[src/core/ibs_pkg.sv]
// package for the interrupt and block sync block: register map, fields, timing.
// assumes a 32-bit apb slave; one clock pclk at 100 mhz stands in for the master clock.
package ibs_pkg;
   localparam int unsigned NUM_EVENTS = 8;
   localparam logic [11:0] OFF_MASK = 12'h000;
   localparam logic [11:0] OFF_STATUS = 12'h004;
   localparam logic [11:0] OFF_CTRL = 12'h008;
   localparam logic [11:0] OFF_BLOCK = 12'h00C;
   localparam int unsigned CTRL_POL_BIT = 0;
   localparam int unsigned CTRL_OD_BIT = 1;
   localparam int unsigned CTRL_BBDIR_BIT = 2;
   localparam logic [7:0] MASK_RST = 8'h00;
   localparam logic [2:0] CTRL_RST = 3'h0;
   localparam logic [7:0] SUBFRAMES_PER_BLOCK = 8'hBF;
   localparam int unsigned SYNC_MIN_CLKS = 3;
   localparam logic [1:0] SYNC_CNT_MAX = 2'h3;

   typedef struct packed {
      logic out;
      logic oe;
   } ibs_pin_s;
endpackage

[src/core/ibs_top.sv]
// interrupt request pin and block boundary pin with an apb register file.
// assumes event pulses and the subframe strobe are synchronous to pclk.
// Notes on behaviour
// - request asserted only for unmasked events
// - status registers record causes, readable
// - control selects polarity and open-drain style
// - request holds until status read clears or a mask write removes its bit
// - output mode drives high in first subframe
// - input high three clocks forces block start
`timescale 1ns/1ps
module ibs_top
   import ibs_pkg::*;
(
   // clock and reset
   input wire logic pclk,
   input wire logic presetn,
   // apb
   input wire logic psel,
   input wire logic penable,
   input wire logic pwrite,
   input wire logic [11:0] paddr,
   input wire logic [31:0] pwdata,
   output logic [31:0] prdata,
   output logic pready,
   output logic pslverr,
   // events and framing
   input wire logic [NUM_EVENTS-1:0] event_in,
   input wire logic subframe_strobe,
   output logic block_start,
   // pins
   output ibs_pin_s irq_pin,
   input wire logic block_boundary_sync_in,
   output ibs_pin_s block_boundary_sync
);
   logic [7:0] mask_ff, nxt_mask;
   logic [7:0] status_ff, nxt_status;
   logic [2:0] ctrl_ff, nxt_ctrl;
   logic [7:0] sf_cnt_ff, nxt_sf_cnt;
   logic [1:0] hi_cnt_ff, nxt_hi_cnt;
   logic force_ff, nxt_force;
   logic [31:0] rdata_ff, nxt_rdata;
   logic err_ff, nxt_err;
   // rdata_ff also names the status bits handed out, so only those get cleared
   logic apb_setup, access, wr, rd, irq_act, bb_input, sync_hit;

   assign apb_setup = psel & ~penable;
   assign access = psel & penable;
   assign wr = access & pwrite;
   assign rd = access & ~pwrite;
   assign pready = 1'b1;
   assign prdata = rdata_ff;
   assign pslverr = err_ff;
   assign bb_input = ctrl_ff[CTRL_BBDIR_BIT];

   // read data and error are latched in the setup cycle, so they stand in the access
   // cycle while pready is high; flip-flop outputs at zero wait states
   always_comb begin
      nxt_mask = mask_ff;
      nxt_ctrl = ctrl_ff;
      nxt_status = status_ff;
      nxt_rdata = rdata_ff;
      nxt_err = 1'b0;
      if (apb_setup) begin
         unique case (paddr)
            OFF_MASK: nxt_rdata = {24'h00_0000, mask_ff};
            OFF_STATUS: nxt_rdata = {24'h00_0000, status_ff};
            OFF_CTRL: nxt_rdata = {29'h0000_0000, ctrl_ff};
            OFF_BLOCK: nxt_rdata = {24'h00_0000, sf_cnt_ff};
            default: begin
               // unmapped: error pulse, no effect
               nxt_rdata = 32'h0000_0000;
               nxt_err = 1'b1;
            end
         endcase
      end
      // only the bits handed to the host are cleared: an event after the setup cycle
      // stays pending, and one in the access cycle sets again (set wins)
      if (rd && paddr == OFF_STATUS) begin
         nxt_status = status_ff & ~rdata_ff[7:0];
      end
      nxt_status = nxt_status | event_in;
      if (wr) begin
         unique case (paddr)
            OFF_MASK: nxt_mask = pwdata[7:0];
            OFF_CTRL: nxt_ctrl = pwdata[2:0];
            // status and block registers are read only
            default: ;
         endcase
      end
   end

   // request follows masked sticky status, so it drops once the read cleared it or a mask write cleared its bit
   assign irq_act = |(status_ff & mask_ff);

   // pol bit 1 means active high; open drain drives only the active level and floats
   // otherwise, so the board pull must sit at the idle level
   always_comb begin
      if (ctrl_ff[CTRL_OD_BIT]) begin
         irq_pin.out = ctrl_ff[CTRL_POL_BIT];
         irq_pin.oe = irq_act;
      end else begin
         irq_pin.out = irq_act ~^ ctrl_ff[CTRL_POL_BIT];
         irq_pin.oe = 1'b1;
      end
   end

   // the boundary input is only counted while the pin is configured as an input
   always_comb begin
      nxt_hi_cnt = hi_cnt_ff;
      nxt_force = force_ff;
      nxt_sf_cnt = sf_cnt_ff;
      if (bb_input && block_boundary_sync_in) begin
         if (hi_cnt_ff != SYNC_CNT_MAX) begin
            nxt_hi_cnt = hi_cnt_ff + 2'h1;
         end
      end else begin
         nxt_hi_cnt = 2'h0;
      end
      // the third consecutive high clock arms the force; the counter saturates, so a
      // long high level arms it once only
      sync_hit = nxt_hi_cnt == SYNC_CNT_MAX && hi_cnt_ff != SYNC_CNT_MAX;
      if (subframe_strobe) begin
         // an odd index ends a frame, so a forced start lands on the next frame
         if (force_ff && sf_cnt_ff[0]) begin
            nxt_sf_cnt = 8'h00;
            nxt_force = 1'b0;
         end else if (sf_cnt_ff == SUBFRAMES_PER_BLOCK) begin
            nxt_sf_cnt = 8'h00;
         end else begin
            nxt_sf_cnt = sf_cnt_ff + 8'h01;
         end
      end
      // a new arming in the cycle that spends the old one wins
      if (sync_hit) begin
         nxt_force = 1'b1;
      end
   end

   // the counter holds the subframe index and wraps after the package's last index;
   // even indices open a frame, index zero opens a block
   assign block_start = subframe_strobe && nxt_sf_cnt == 8'h00;

   always_comb begin
      block_boundary_sync.oe = ~bb_input;
      block_boundary_sync.out = ~bb_input && sf_cnt_ff == 8'h00;
   end

   // the reset branch loads constants only
   always_ff @(posedge pclk or negedge presetn) begin
      if (!presetn) begin
         mask_ff <= MASK_RST;
         ctrl_ff <= CTRL_RST;
         status_ff <= 8'h00;
         sf_cnt_ff <= 8'h00;
         hi_cnt_ff <= 2'h0;
         force_ff <= 1'b0;
         rdata_ff <= 32'h0000_0000;
         err_ff <= 1'b0;
      end else begin
         mask_ff <= nxt_mask;
         ctrl_ff <= nxt_ctrl;
         status_ff <= nxt_status;
         sf_cnt_ff <= nxt_sf_cnt;
         hi_cnt_ff <= nxt_hi_cnt;
         force_ff <= nxt_force;
         rdata_ff <= nxt_rdata;
         err_ff <= nxt_err;
      end
   end
endmodule

[config.mk]
export PLATFORM = sky130hd
export DESIGN_NAME = ibs_top
export DESIGN_NICKNAME = d
export VERILOG_FILES = /design/src/core/ibs_pkg.sv /design/src/core/ibs_top.sv
export SDC_FILE = /design/constraint.sdc
export NUM_CORES = 1
export LEC_CHECK = 0
export ABC_AREA = 1
export BUFFER_PORTS_ARGS = -buffer_cell sky130_fd_sc_hd__buf_2
export CAP_MARGIN = 25
export CORE_MARGIN = 2
export CORE_UTILIZATION = 43
export DETAILED_ROUTE_END_ITERATION = 10
export PLACE_DENSITY = 0.76
export SETUP_SLACK_MARGIN = 0.02
export SLEW_MARGIN = 25
export SYNTH_ARGS = -nofsm -noshare
export SYNTH_HDL_FRONTEND = slang
export SYNTH_SLANG_ARGS = --single-unit
[constraint.sdc]
create_clock -name pclk -period 1.2 [get_ports pclk]
set_input_delay 0 -clock pclk [delete_from_list [all_inputs] [get_ports pclk]]
set_output_delay 0 -clock pclk [all_outputs]
set_load 0.005 [all_outputs]
## Yosys cells after proc, flatten, opt, wreduce, memory -nomap -nowiden

Cells that the tools add are included.

| word-level totals | value |
|---|---|
| bits in registers | 63 |
| output and inout port bits | 39 |
| logic and storage cells | 57 |

| operators by class | value |
|---|---|
| add/sub/neg operators | 2 |
| equality and inequality tests | 6 |
| multiplexer cells | 13 |
| bitwise gates (word level) | 12 |
| reduce and logical (&&, ||, !) cells | 16 |

Operators by type and width:

| operator | count |
|---|---|
| 8-bit two-way mux | 4 |
| 8-bit one-hot mux with 4 select lines | 1 |
| 12-bit by 4-bit equality test with 1-bit output, second input constant | 2 |
| 8-bit AND | 2 |
| 8-bit logical NOT | 2 |
| 12-bit by 3-bit equality test with 1-bit output, second input constant | 1 |
| 12-bit logical NOT | 1 |
| 8-bit by 1-bit adder with 8-bit output, second input constant | 1 |
| 8-bit equality test, second input constant | 1 |
| 8-bit inverter | 1 |
| 8-bit bitwise OR | 1 |
| 8-bit OR reduction | 1 |
| 1-bit logical AND | 6 |
| 2-bit two-way mux | 3 |
| 2-bit AND reduction | 3 |
| 1-bit two-way mux | 5 |
| 1-bit AND | 4 |
| 2-bit nonzero test | 2 |
| 4-bit OR reduction | 1 |
| 1-bit inverter | 3 |
| 2-bit by 1-bit adder with 2-bit output, second input constant | 1 |
| 2-bit equality test, second input constant | 1 |
| 2-bit inequality test, second input constant | 1 |
| 1-bit XNOR | 1 |

## Depth between registers and ports, before layout

Gate-level depths: netlist (run 1).

| depth | value |
|---|---|
| depth in word-level cells | 7 |
| gate-level depth with buffers | 10 |

## Worst setup path after synthesis (run 1)

OpenSTA, ideal clock, no wires.

| timing | value |
|---|---|
| path type | flip-flop to output port |
| start point | reg sf_cnt_ff[0] |
| end point | out block_start |
| arrival time | 1.291 ns |
| required time | 1.200 ns |
| slack | -0.091 ns |
| stages on the path, launching flop included | 10 |
| path buffers | 0 |
| cell sequence | dfrtp_1 inv_1 ha_1 a21oi_1 nand2_1 inv_1 nand2_1 nor2_1 nand2_1 nor2_1 |

| between the ends | value |
|---|---|
| cells in the longest elaborated chain, start to end | 6 |

Ends and longest elaborated chain:

| item | RTL line | RTL |
|---|---|---|
| start, declared | ibs_top.sv:38 | `logic [7:0] sf_cnt_ff, nxt_sf_cnt;` |
| start signal, assigned | ibs_top.sv:163 | `sf_cnt_ff <= nxt_sf_cnt;` |
| 8-bit by 1-bit adder with 8-bit output or 8-bit equality test (tied branches) | ibs_top.sv:130, ibs_top.sv:127 |  |
| 8-bit two-way mux | ibs_top.sv:127 | `end else if (sf_cnt_ff == SUBFRAMES_PER_BLOCK) begin` |
| 8-bit two-way mux | ibs_top.sv:124 | `if (force_ff && sf_cnt_ff[0]) begin` |
| 8-bit two-way mux (*) | ibs_top.sv:122 | `if (subframe_strobe) begin` |
| 8-bit logical NOT (*) | ibs_top.sv:141 | `assign block_start = subframe_strobe && nxt_sf_cnt == 8'h00;` |
| 1-bit logical AND (*) | ibs_top.sv:141 |  |
| end, declared | ibs_top.sv:29 | `output logic block_start,` |

Every way passes the cells marked *; elsewhere a longest branch is shown, timed or not.

## Final worst setup path (run 1)

Ends and elaborated chain as after synthesis.

==> results by group, run 1 <==
Run status
  – Status: finished with violations
  – Violated checks: setup timing

Drt
  – Vias per inst: 4.80
  – DRT antenna net count: 0
  – Final wirelength: 5940 µm
  – DRT iter0 DRCs: 229
  – Drt pass-1 iters: 4
  – DRC Markers: 0
  – Detailed-route wire length per cell: 12.5 µm
  – Vias post-DR: 2285

Finish
  – Diode count: 0
  – Fin util: 0.608
  – Layout area overhead: 35.5%
  – Design area: 0.00315 mm²
  – Fillers: 462
  – Final nets: 466
  – Layout cell share with drive strength beyond 1: 0.291
  – Cell Count, Final, Fillers Out: 476

Placed design
  – GPL Wtd Cong: 0.885
  – DP Area: 0.00274 mm²
  – Placed Cells incl. Taps: 445
  – Setup WS pre-CTS: -0.267 ns
  – HPWL after detailed placement: 4370 µm
  – Number of port buffers: 48

Critical path
  – CP max FO: 6
  – Cell family contributing the most delay on the critical path: flip-flops
  – Reg2reg end: sf_cnt_ff[3]$_DFF_PN0_
  – CP Launch Type: register
  – Cell mode on critical path: nand2_1
  – R2r setup slk: -0.27 ns
  – Critical Path, Cell by Cell: inv_2, ha_4, a21oi_2, nand2_1, inv_1, nand2_1, nor2_1, nand2_1, nor2_1, buf_2
  – Slowest stage cell, crit path: dfrtp_2
  – R2R cell count: 10
  – CP bufs+invs: 3
  – CP Class: reg -> out
  – Slowest stage delay, CP: 0.47 ns
  – Crit path capture type: output pin
  – Worst Path Required: 1.20 ns
  – Crit path DAT: 1.66 ns
  – Reg-to-Reg Start: sf_cnt_ff[0]$_DFF_PN0_

Synth
  – Synth Cell Area: 0.00232 mm²
  – Synth Warn #: 0
  – Seq/Total Area, Yosys: 0.420
  – Cells after Synth: 310
  – Synth Register Bits: 39
  – Syn Area/Cell: 7.49 µm²
  – Synth unique cells: 25

GRT
  – Overall Global Routing Usage: 0.200
  – Initial antenna violation count: 0
  – Total grt overflow: 0
  – Vias in the first global route: 2164
  – First-pass GRT wire length: 9620 µm
  – Largest net degree at the start of global routing: 24

Timing
  – Setup ws final: -0.463 ns
  – Crit share post-route: 1.39
  – Slew Limit Fails: 0
  – Fmax: 601 MHz
  – Final Hold Vio Count: 0
  – Setup Viol. Count Final: 9
  – RSZ-0062 raised after global routing: yes
  – Final setup skew: 0.00880 ns
  – Crit path time final: 1.66 ns

Power
  – Clock power frac: 0.339
  – Sequential share of power: 0.404
  – Net Sw Frac: 0.292
  – Int Power: 2.72 mW
  – Cell area power density: 1220 mW/mm²
  – Leakage: 1.69 nW
  – Comb pwr share: 0.256
  – NetSw: 1.12 mW
  – VDD IR max: 932 µV

Floorplan
  – Initial Util: 0.449
  – Io pins: 98
  – Core area: 0.00517 mm²
  – Die ar.: 0.00600 mm²
  – Die Y: 77.5 µm
  – Row cnt: 26
  – Die width: 77.5 µm

Clock tree
  – CTS tree: done
  – Clock Latency Late Sink: 0.29 ns
  – CTS Buffer Depth: 2
  – CTS Sinks: 39
  – CTS buffer count: 5
  – CTS clock-pin slew for the worst setup and hold paths: 0.08 ns
  – H-tree levels: 2
  – CTS root buf: clkbuf_8

Hold path
  – Worst hold path class: in -> reg
  – WHS Path Cells: 2
  – Hold path startpoint: subframe_strobe
  – Hold path endpoint: sf_cnt_ff[1]$_DFF_PN0_

Run
  – Max-cap violations: 0
routing by layer:
metal | routed length, µm | global-route usage | vias up
met5 | 0 | 0 | -
met4 | 50 | 0.0607 | 0
met3 | 381 | 0.0477 | 6
met2 | 3000 | 0.352 | 81
met1 | 2510 | 0.242 | 1069
li1 | - | - | 1129
power groups by stage:
| stage | registers [mW] | logic, mW | clock network, mW |
|---|---|---|---|
| 2_1_floorplan | 1.54 | 0.481 | 0 |
| 3_3_place_gp | 1.54 | 0.749 | 0 |
| 3_5_place_dp | 1.55 | 0.783 | 0 |
| 4_1_cts | 1.54 | 0.873 | 1.32 |
| 5_1_grt | 1.57 | 1.08 | 1.38 |
| 6_report | 1.55 | 0.985 | 1.30 |
cells by family (layout without fill, tap and decap cells):
kind of cell / after synthesis / after routing / synth area share
simple gates: 178 / 178 / 0.349
buf+inv: 58 / 131 / 0.137
other cells: 2 / 25 / 0.00323
xor+xnor: 1 / 1 / 0.00377
compound gates: 30 / 30 / 0.0760
fa+ha+maj: 2 / 2 / 0.0108
flops: 39 / 39 / 0.420
worst register-to-register path, stage by stage (launching register included):
cell,delay (ns)
dfrtp_2,0.47
ha_4,0.19
nand2_1,0.09
inv_1,0.05
nand3_1,0.09
nand2_1,0.07
nand2_2,0.09
nand2_2,0.06
buf_4,0.13
buf_4,0.12
inv_1,0.04
layout by cell type (no fill, tap or decap), drive strengths merged:
master	Yosys	routed
nand2	95	95
buf	29	76
nand3	44	44
dfrtp	39	39
nor2	32	32
inv	29	29
conb	2	25
dlygate4sd3	0	18
o21ai	13	13
a21o	8	8
a21oi	7	7
clkbuf	0	5
nand4	3	3
nand3b	2	2
ha	2	2
bufinv	0	2
a22o	1	1
xor2	1	1
nor3	1	1
nor4	1	1
o31ai	1	1
clkinvlp	0	1
cell type report:
cell class,instances,area (µm²),area share
sequential,39,980,0.311
tap,70,87.6,0.0278
clock inverter,3,67.6,0.0215
multi-input combinational,236,1190,0.377
inverter,29,109,0.0346
timing repair buffer,94,647,0.206
clock buffer,5,68.8,0.0219
flip-flops by register name, indices dropped and copies added, names as in the netlist:
register and count:
hi_cnt_ff 2, pslverr 1, force_ff 1, status_ff 8
prdata 8, mask_ff 8, sf_cnt_ff 8, ctrl_ff 3
synthesized netlist by cell type (all sizes together):
| master | count | area, µm² |
|---|---|---|
| nand3b | 2 | 15.0 |
| dfrtp | 39 | 976 |
| a21oi | 7 | 35.0 |
| nor3 | 1 | 5.00 |
| o21ai | 13 | 65.1 |
| nand3 | 44 | 220 |
| a22o | 1 | 8.76 |
| ha | 2 | 25.0 |
| inv | 29 | 109 |
| a21o | 8 | 60.1 |
| buf | 29 | 210 |
| nand4 | 3 | 18.8 |
| nand2 | 95 | 367 |
| nor2 | 32 | 178 |
| xor2 | 1 | 8.76 |
| conb | 2 | 7.51 |
| o31ai | 1 | 7.51 |
| nor4 | 1 | 6.26 |
stage by stage:
stage	TNS [ns]	hold WS [ns]	total power, mW
finish	-1.41	0.0834	3.84
global route	-2.21	0.0773	4.03
CTS	-1.15	0.0370	3.73
detailed placement	-0.797	-0.0470	2.33
global placement	-0.319	-0.0482	2.29
floorplan	-0.0102	-0.296	2.02
timing repair:
item	4_1_cts	5_1_grt
buffers inserted	2	4
gates resized for setup	8	12
hold buffers	18	0
endpoints found under the hold margin	57	0
pin swaps	4	6
setup endpoints to repair	10	10
worst max-delay path by stage:
stage	slack, ns	depth (start not counted)	endpoint	startpoint
global route	-0.59	10	block_start	sf_cnt_ff[0]$_DFF_PN0_
detailed placement	-0.27	9	block_start	sf_cnt_ff[0]$_DFF_PN0_
CTS	-0.45	11	block_start	sf_cnt_ff[0]$_DFF_PN0_
floorplan	-0.01	9	block_start	sf_cnt_ff[0]$_DFF_PN0_
finish	-0.46	10	block_start	sf_cnt_ff[0]$_DFF_PN0_
global placement	-0.16	10	block_start	sf_cnt_ff[0]$_DFF_PN0_
No activity file was read; power rests on OpenSTA's default activity.
==> run 2: changes to the inputs <==
--- a/config.mk
+++ b/config.mk
@@ -12,6 +12,7 @@
 export CORE_UTILIZATION = 43
 export DETAILED_ROUTE_END_ITERATION = 10
 export PLACE_DENSITY = 0.76
+export REMOVE_ABC_BUFFERS = 1
 export SETUP_SLACK_MARGIN = 0.02
 export SLEW_MARGIN = 25
 export SYNTH_ARGS = -nofsm -noshare
==> constraint.sdc (replaced) <==
create_clock -name pclk -period 1.2 [get_ports pclk]
set_input_delay 0 -clock pclk [delete_from_list [all_inputs] [get_ports pclk]]
set_output_delay 0 -clock pclk [all_outputs]
set_load 0.02 [all_outputs]
==> results by group, run 2 (same netlist as run 1, synthesis figures left out) <==
Clock tree
  – H-tree levels: 2 (unchanged)
  – CTS clock-pin slew for the worst setup and hold paths: 0.08 ns (about the same)
  – CTS Sinks: 39 (unchanged)
  – CTS Buffer Depth: 2 (unchanged)
  – CTS tree: done (unchanged)
  – Clock Latency Late Sink: 0.30 ns (was 0.29 ns)
  – CTS buffer count: 5 (unchanged)
  – CTS root buf: clkbuf_8 (unchanged)

Placed design
  – Number of port buffers: 48 (unchanged)
  – GPL Wtd Cong: 0.883 (was 0.885)
  – DP Area: 0.00279 mm² (was 0.00274 mm²)
  – HPWL after detailed placement: 4190 µm (was 4370 µm)
  – Setup WS pre-CTS: -0.278 ns (was -0.267 ns)

Drt
  – Vias post-DR: 2327 (was 2285)
  – DRC Markers: 0 (unchanged)
  – Detailed-route wire length per cell: 12.6 µm (was 12.5 µm)
  – Drt pass-1 iters: 4 (unchanged)
  – DRT antenna net count: 0 (unchanged)
  – DRT iter0 DRCs: 133 (was 229)
  – Vias per inst: 4.80 (about the same)
  – Final wirelength: 6120 µm (was 5940 µm)

GRT
  – Initial antenna violation count: 0 (unchanged)
  – First-pass GRT wire length: 9920 µm (was 9620 µm)
  – Largest net degree at the start of global routing: 40 (was 24)
  – Vias in the first global route: 2201 (was 2164)
  – Total grt overflow: 0 (unchanged)
  – M2 GR Usage: 0.346 (was 0.352)
  – GRT met1 Usage: 0.266 (was 0.242)
  – Grt peak-use layer: met2 (unchanged)
  – Overall Global Routing Usage: 0.207 (was 0.200)
  – Met3 usage in global routing: 0.0326 (was 0.0477)

Timing
  – RSZ-0062 raised after global routing: yes (unchanged)
  – Fmax: 559 MHz (was 601 MHz)
  – Setup ws final: -0.589 ns (was -0.463 ns)
  – Slew Limit Fails: 0 (unchanged)
  – Worst hold slack: 0.00777 ns (was 0.0834 ns)
  – Final Hold Vio Count: 0 (unchanged)
  – Setup Viol. Count Final: 10 (was 9)
  – Crit share post-route: 1.49 (was 1.39)
  – Final setup skew: 0.00546 ns (was 0.00880 ns)
  – Crit path time final: 1.79 ns (was 1.66 ns)

Finish
  – Commonest non-fill, non-tap cell in the layout: nand2_1 (unchanged)
  – Layout cell share with drive strength beyond 1: 0.347 (was 0.291)
  – Fillers: 419 (was 462)
  – Diode count: 0 (unchanged)
  – Design area: 0.00333 mm² (was 0.00315 mm²)
  – Most frequent cells in the layout: nand2_1 (84), buf_2 (45), nand3_1 (37) (was nand2_1 (89), buf_2 (48), nand3_1 (42))
  – Layout area overhead: 43.4% (was 35.5%)
  – Final nets: 475 (was 466)

Critical path
  – CP Class: reg -> out (unchanged)
  – Critical Path, Cell by Cell: ha_4, nand2_1, nand2_2, nand3_2, nand2_1, inv_1, nand2_1, nor2_1, nand2_1, nor2_1, buf_4 (was inv_2, ha_4, a21oi_2, nand2_1, inv_1, nand2_1, nor2_1, nand2_1, nor2_1, buf_2)
  – Cell mode on critical path: nand2_1 (unchanged)
  – CP Launch Type: register (unchanged)
  – R2r setup slk: -0.20 ns (was -0.27 ns)
  – CP startpoint: sf_cnt_ff[0]$_DFF_PN0_ (unchanged)
  – Reg-to-Reg Start: sf_cnt_ff[0]$_DFF_PN0_ (unchanged)
  – Crit path capture type: output pin (unchanged)
  – Slowest stage cell, crit path: dfrtp_2 (unchanged)
  – Worst Path Required: 1.20 ns (about the same)
  – Slowest stage delay, CP: 0.46 ns (was 0.47 ns)
  – R2R cell count: 10 (unchanged)
  – CP max FO: 4 (was 6)
  – Crit path DAT: 1.79 ns (was 1.66 ns)
  – Reg2reg end: sf_cnt_ff[3]$_DFF_PN0_ (unchanged)

Hold path
  – Worst hold path class: in -> reg (unchanged)
  – Hold path endpoint: pslverr$_DFF_PN0_ (was sf_cnt_ff[1]$_DFF_PN0_)
  – WHS Path Cells: 3 (was 2)
  – Hold path startpoint: paddr[0] (was subframe_strobe)

Run status
  – Status: finished with violations (unchanged)
  – Violated checks: setup timing (unchanged)

Floorplan
  – Die Y: 77.5 µm (unchanged)
  – Die ar.: 0.00600 mm² (unchanged)
  – Die width: 77.5 µm (unchanged)
  – Io pins: 98 (unchanged)
  – Core area: 0.00517 mm² (unchanged)
  – Row cnt: 26 (unchanged)
  – Initial Util: 0.449 (unchanged)

Power
  – Cell area power density: 1220 mW/mm² (about the same)
  – Leakage: 1.76 nW (was 1.69 nW)
  – Total Power: 4.06 mW (was 3.84 mW)
  – VDD IR max: 740 µV (was 932 µV)

Run
  – Max-cap violations: 0 (unchanged)
==> run 2: layout make-up <==
type,instances,area (µm²),area share
Inverter,29,109,0.0327
Clock buffer,6,82.6,0.0248
Multi-Input combinational cell,236,1280,0.384
Tap cell,70,87.6,0.0263
Timing Repair Buffer,103,757,0.227
Clock inverter,2,35.0,0.0105
Sequential cell,39,980,0.294
==> run 2: report_power, final <==
| part | switching, mW | total, mW | internal (mW) |
|---|---|---|---|
| sequential | 0.133 | 1.56 | 1.43 |
| clock | 0.490 | 1.16 | 0.673 |
| combinational | 0.711 | 1.33 | 0.622 |
| total | 1.33 | 4.06 | 2.72 |
==> run 2: through the flow <==
stage / setup TNS, ns / utilization / instances
finish: -1.64 / 0.644 / 485
CTS: -1.31 / 0.628 / 483
detailed placement: -0.650 / 0.540 / 454
global route: -2.37 / 0.644 / 485
floorplan: -0.897 / - / 304
global placement: -0.449 / 0.540 / 454
==> run 2: metal layers <==
layer / wire [µm] / share of wire
met4: 112 / 0.018
met5: 0 / 0
met3: 417 / 0.068
met1: 2550 / 0.42
met2: 3040 / 0.50
==> run 2: worst max-delay path by stage <==
| stage | cells after the start | slack (ns) | end |
|---|---|---|---|
| final | 11 | -0.59 | block_start |
| after floorplan | 9 | -0.27 | block_start |
| after global routing | 11 | -0.67 | block_start |
| after global placement | 10 | -0.23 | block_start |
| after CTS | 10 | -0.52 | block_start |
| after detailed placement | 10 | -0.28 | block_start |
==> run 2: worst max-delay path, delay by kind of cell (launching register included) <==
kind          cells  cell delay, ns
fa+ha+maj         1            0.20
flops             1            0.46
buf+inv           2            0.21
simple gates      8            0.60
==> run 2: repair_timing <==
action | CTS | global route
setup buffers | 5 | 2
endpoints found under the hold margin | 60 | 0
endpoints found under the setup margin | 9 | 10
pin swaps | 15 | 9
resized for setup | 43 | 17
hold buffers | 18 | 0
==> run 3: changes to the inputs <==
--- a/config.mk
+++ b/config.mk
@@ -9,9 +9,9 @@
 export BUFFER_PORTS_ARGS = -buffer_cell sky130_fd_sc_hd__buf_2
 export CAP_MARGIN = 25
 export CORE_MARGIN = 2
-export CORE_UTILIZATION = 43
+export CORE_UTILIZATION = 50
 export DETAILED_ROUTE_END_ITERATION = 10
-export PLACE_DENSITY = 0.76
+export PLACE_DENSITY = 0.83
 export REMOVE_ABC_BUFFERS = 1
 export SETUP_SLACK_MARGIN = 0.02
 export SLEW_MARGIN = 25
==> constraint.sdc (replaced) <==
create_clock -name pclk -period 2.2 [get_ports pclk]
set_input_delay 0 -clock pclk [delete_from_list [all_inputs] [get_ports pclk]]
set_output_delay 0 -clock pclk [all_outputs]
set_load 0.02 [all_outputs]
==> results by group, run 3 (same netlist as run 1, synthesis figures left out) <==
Timing
  – Setup Viol. Count Final: 0 (was 10)
  – Relative slew slack: 0.414
  – RSZ-0062 raised after global routing: no (was yes)
  – Slew Limit Fails: 0 (unchanged)
  – Crit share post-route: 0.867
  – Setup TNS: 0 ns (was -1.64 ns)
  – Final Hold Vio Count: 0 (unchanged)
  – Fmax: 524 MHz
  – Final setup skew: 0.00686 ns (was 0.00546 ns)
  – Crit path time final: 1.91 ns
  – Worst Tran Pin Value: 0.879 ns

Critical path
  – Critical path capture point: block_start (unchanged)
  – Critical Path, Cell by Cell: inv_1, ha_1, a21oi_1, nand2_1, inv_1, nand2_1, nor2_1, nand2_1, nor2_1, buf_2 (was ha_4, nand2_1, nand2_2, nand3_2, nand2_1, inv_1, nand2_1, nor2_1, nand2_1, nor2_1, buf_4)
  – R2r setup slk: 0.84 ns (was -0.20 ns)
  – Crit path capture type: output pin (unchanged)
  – Worst Path Required: 2.20 ns (was 1.20 ns)
  – Crit path DAT: 1.91 ns (was 1.79 ns)
  – CP Class: reg -> out (unchanged)
  – CP max FO: 7 (was 4)
  – Reg2reg end: sf_cnt_ff[7]$_DFF_PN0_ (was sf_cnt_ff[3]$_DFF_PN0_)
  – R2R cell count: 8 (was 10)
  – Slowest stage cell, crit path: dfrtp_1 (was dfrtp_2)
  – CP startpoint: sf_cnt_ff[0]$_DFF_PN0_ (unchanged)
  – CP Launch Type: register (unchanged)
  – Reg-to-Reg Start: sf_cnt_ff[0]$_DFF_PN0_ (unchanged)
  – Slowest stage delay, CP: 0.47 ns (was 0.46 ns)
  – Cell mode on critical path: nand2_1 (unchanged)

Clock tree
  – CTS Sinks: 39 (unchanged)
  – CTS buffer count: 5 (unchanged)
  – CTS Hold Bufs: 18 (unchanged)
  – Post-cts sizing count: 0 (was 43)
  – CTS tree: done (unchanged)
  – H-tree levels: 2 (unchanged)
  – CTS Buffer Depth: 2 (unchanged)
  – Post-CTS setup buffer count: 0 (was 5)
  – Clock Latency Late Sink: 0.29 ns (was 0.30 ns)
  – CTS root buf: clkbuf_8 (unchanged)
  – CTS clock-pin slew for the worst setup and hold paths: 0.08 ns (about the same)

Placed design
  – Number of port buffers: 48 (unchanged)
  – HPWL after detailed placement: 3730 µm (was 4190 µm)
  – GPL Wtd Cong: 0.885 (was 0.883)

Floorplan
  – Row cnt: 24 (was 26)
  – Io pins: 98 (unchanged)
  – Die width: 72.2 µm (was 77.5 µm)
  – Initial Util: 0.526 (was 0.449)
  – Die ar.: 0.00521 mm² (was 0.00600 mm²)
  – Die Y: 72.2 µm (was 77.5 µm)
  – Core area: 0.00441 mm² (was 0.00517 mm²)

Drt
  – Final wirelength: 5090 µm (was 6120 µm)
  – Vias per inst: 4.97 (was 4.80)
  – DRT antenna net count: 0 (unchanged)
  – Vias post-DR: 2145 (was 2327)
  – Drt pass-1 iters: 4 (unchanged)
  – DRT iter0 DRCs: 118 (was 133)
  – Detailed-route wire length per cell: 11.8 µm (was 12.6 µm)
  – DRC Markers: 0 (unchanged)

Finish
  – Commonest non-fill, non-tap cell in the layout: nand2_1 (unchanged)
  – Layout cell share with drive strength beyond 1: 0.179 (was 0.347)
  – Most frequent cells in the layout: nand2_1 (93), buf_2 (48), nand3_1 (44) (was nand2_1 (84), buf_2 (45), nand3_1 (37))
  – Diode count: 0 (unchanged)
  – Final nets: 440 (was 475)
  – Fillers: 401 (was 419)
  – Layout area overhead: 19.7% (was 43.4%)

Power
  – VDD IR max: 440 µV (was 740 µV)
  – Leakage: 1.54 nW (was 1.76 nW)
  – Total Power: 1.68 mW (was 4.06 mW)
  – Cell area power density: 603 mW/mm² (was 1220 mW/mm²)

Hold path
  – WHS Path Cells: 3 (unchanged)
  – Worst hold path class: in -> reg (unchanged)

GRT
  – Vias in the first global route: 1930 (was 2201)
  – First-pass GRT wire length: 8600 µm (was 9920 µm)
  – Largest net degree at the start of global routing: 40 (unchanged)
  – Initial antenna violation count: 0 (unchanged)
  – Overall Global Routing Usage: 0.210 (was 0.207)
  – Total grt overflow: 0 (unchanged)

Run status
  – Status: finished clean (was finished with violations)

Run
  – Max-cap violations: 0 (unchanged)
[run 3: cell types whose count changed in the layout (fill, tap and decap cells not counted), moves of 5 or more]
| cell | before | now |
|---|---|---|
| buf_4 | 31 | 2 |
| buf_6 | 7 | 0 |
| inv_1 | 19 | 28 |
| inv_2 | 10 | 1 |
| nand2_1 | 84 | 93 |
| nand2_2 | 7 | 1 |
| nand3_1 | 37 | 44 |
| nand3_2 | 5 | 0 |
| nor2_1 | 18 | 23 |
[run 3: area by class of cell]
type / count / area (µm²) / share of cell area
well taps: 52 / 65.1 / 0.0234
clock buffers: 7 / 76.3 / 0.0275
flip-flops and latches: 39 / 976 / 0.351
clock inverters: 1 / 5.00 / 0.00180
multi-input cells: 236 / 1110 / 0.401
repair buffers: 68 / 435 / 0.157
inverters: 29 / 109 / 0.0392
[run 3: routing by layer]
metal | GRT usage | vias up | wire length (µm)
met5 | 0 | - | 0
met3 | 0.0431 | 8 | 328
met2 | 0.349 | 76 | 2480
li1 | - | 1085 | -
met1 | 0.282 | 976 | 2230
met4 | 0.0566 | 0 | 55
[run 3: power by group]
part	internal, mW	switching, mW	total (mW)	leakage (nW)
logic	0.129	0.230	0.359	1.02
clock network	0.223	0.245	0.467	0.0422
registers	0.774	0.0755	0.850	0.474
[run 3: worst min path at each step]
stage	slack [ns]	to	from
global placement	0.15	status_ff[5]$_DFF_PN0_	presetn
CTS	0.02	pslverr$_DFF_PN0_	paddr[0]
finish	0.02	pslverr$_DFF_PN0_	paddr[0]
floorplan	-0.30	ctrl_ff[0]$_DFFE_PN0P_	presetn
detailed placement	0.17	prdata[7]$_DFFE_PN0P_	presetn
global route	0.05	pslverr$_DFF_PN0_	paddr[0]
[run 3: metrics by stage]
| stage | util | instances | hold slack, ns | setup slack (ns) | instance area, µm² |
|---|---|---|---|---|---|
| global placement | 0.571 | 406 | 0.145 | 0.668 | 2520 |
| global route | 0.630 | 432 | 0.0547 | 0.120 | 2780 |
| detailed placement | 0.571 | 406 | 0.168 | 0.631 | 2520 |
| CTS | 0.630 | 432 | 0.0171 | 0.295 | 2780 |
| finish | 0.630 | 432 | 0.0246 | 0.292 | 2780 |
| floorplan | - | 304 | -0.296 | 0.725 | 2200 |
[run 3: worst max-delay path, delay by kind of cell, from the launching register on]
kind                     cells  cell delay [ns]
flip-flops                   1             0.47
AND/OR/NAND/NOR              5             0.36
buffers and inverters        3             0.33
adder cells (fa/ha/maj)      1             0.32
AO/OA/AOI/OAI                1             0.15
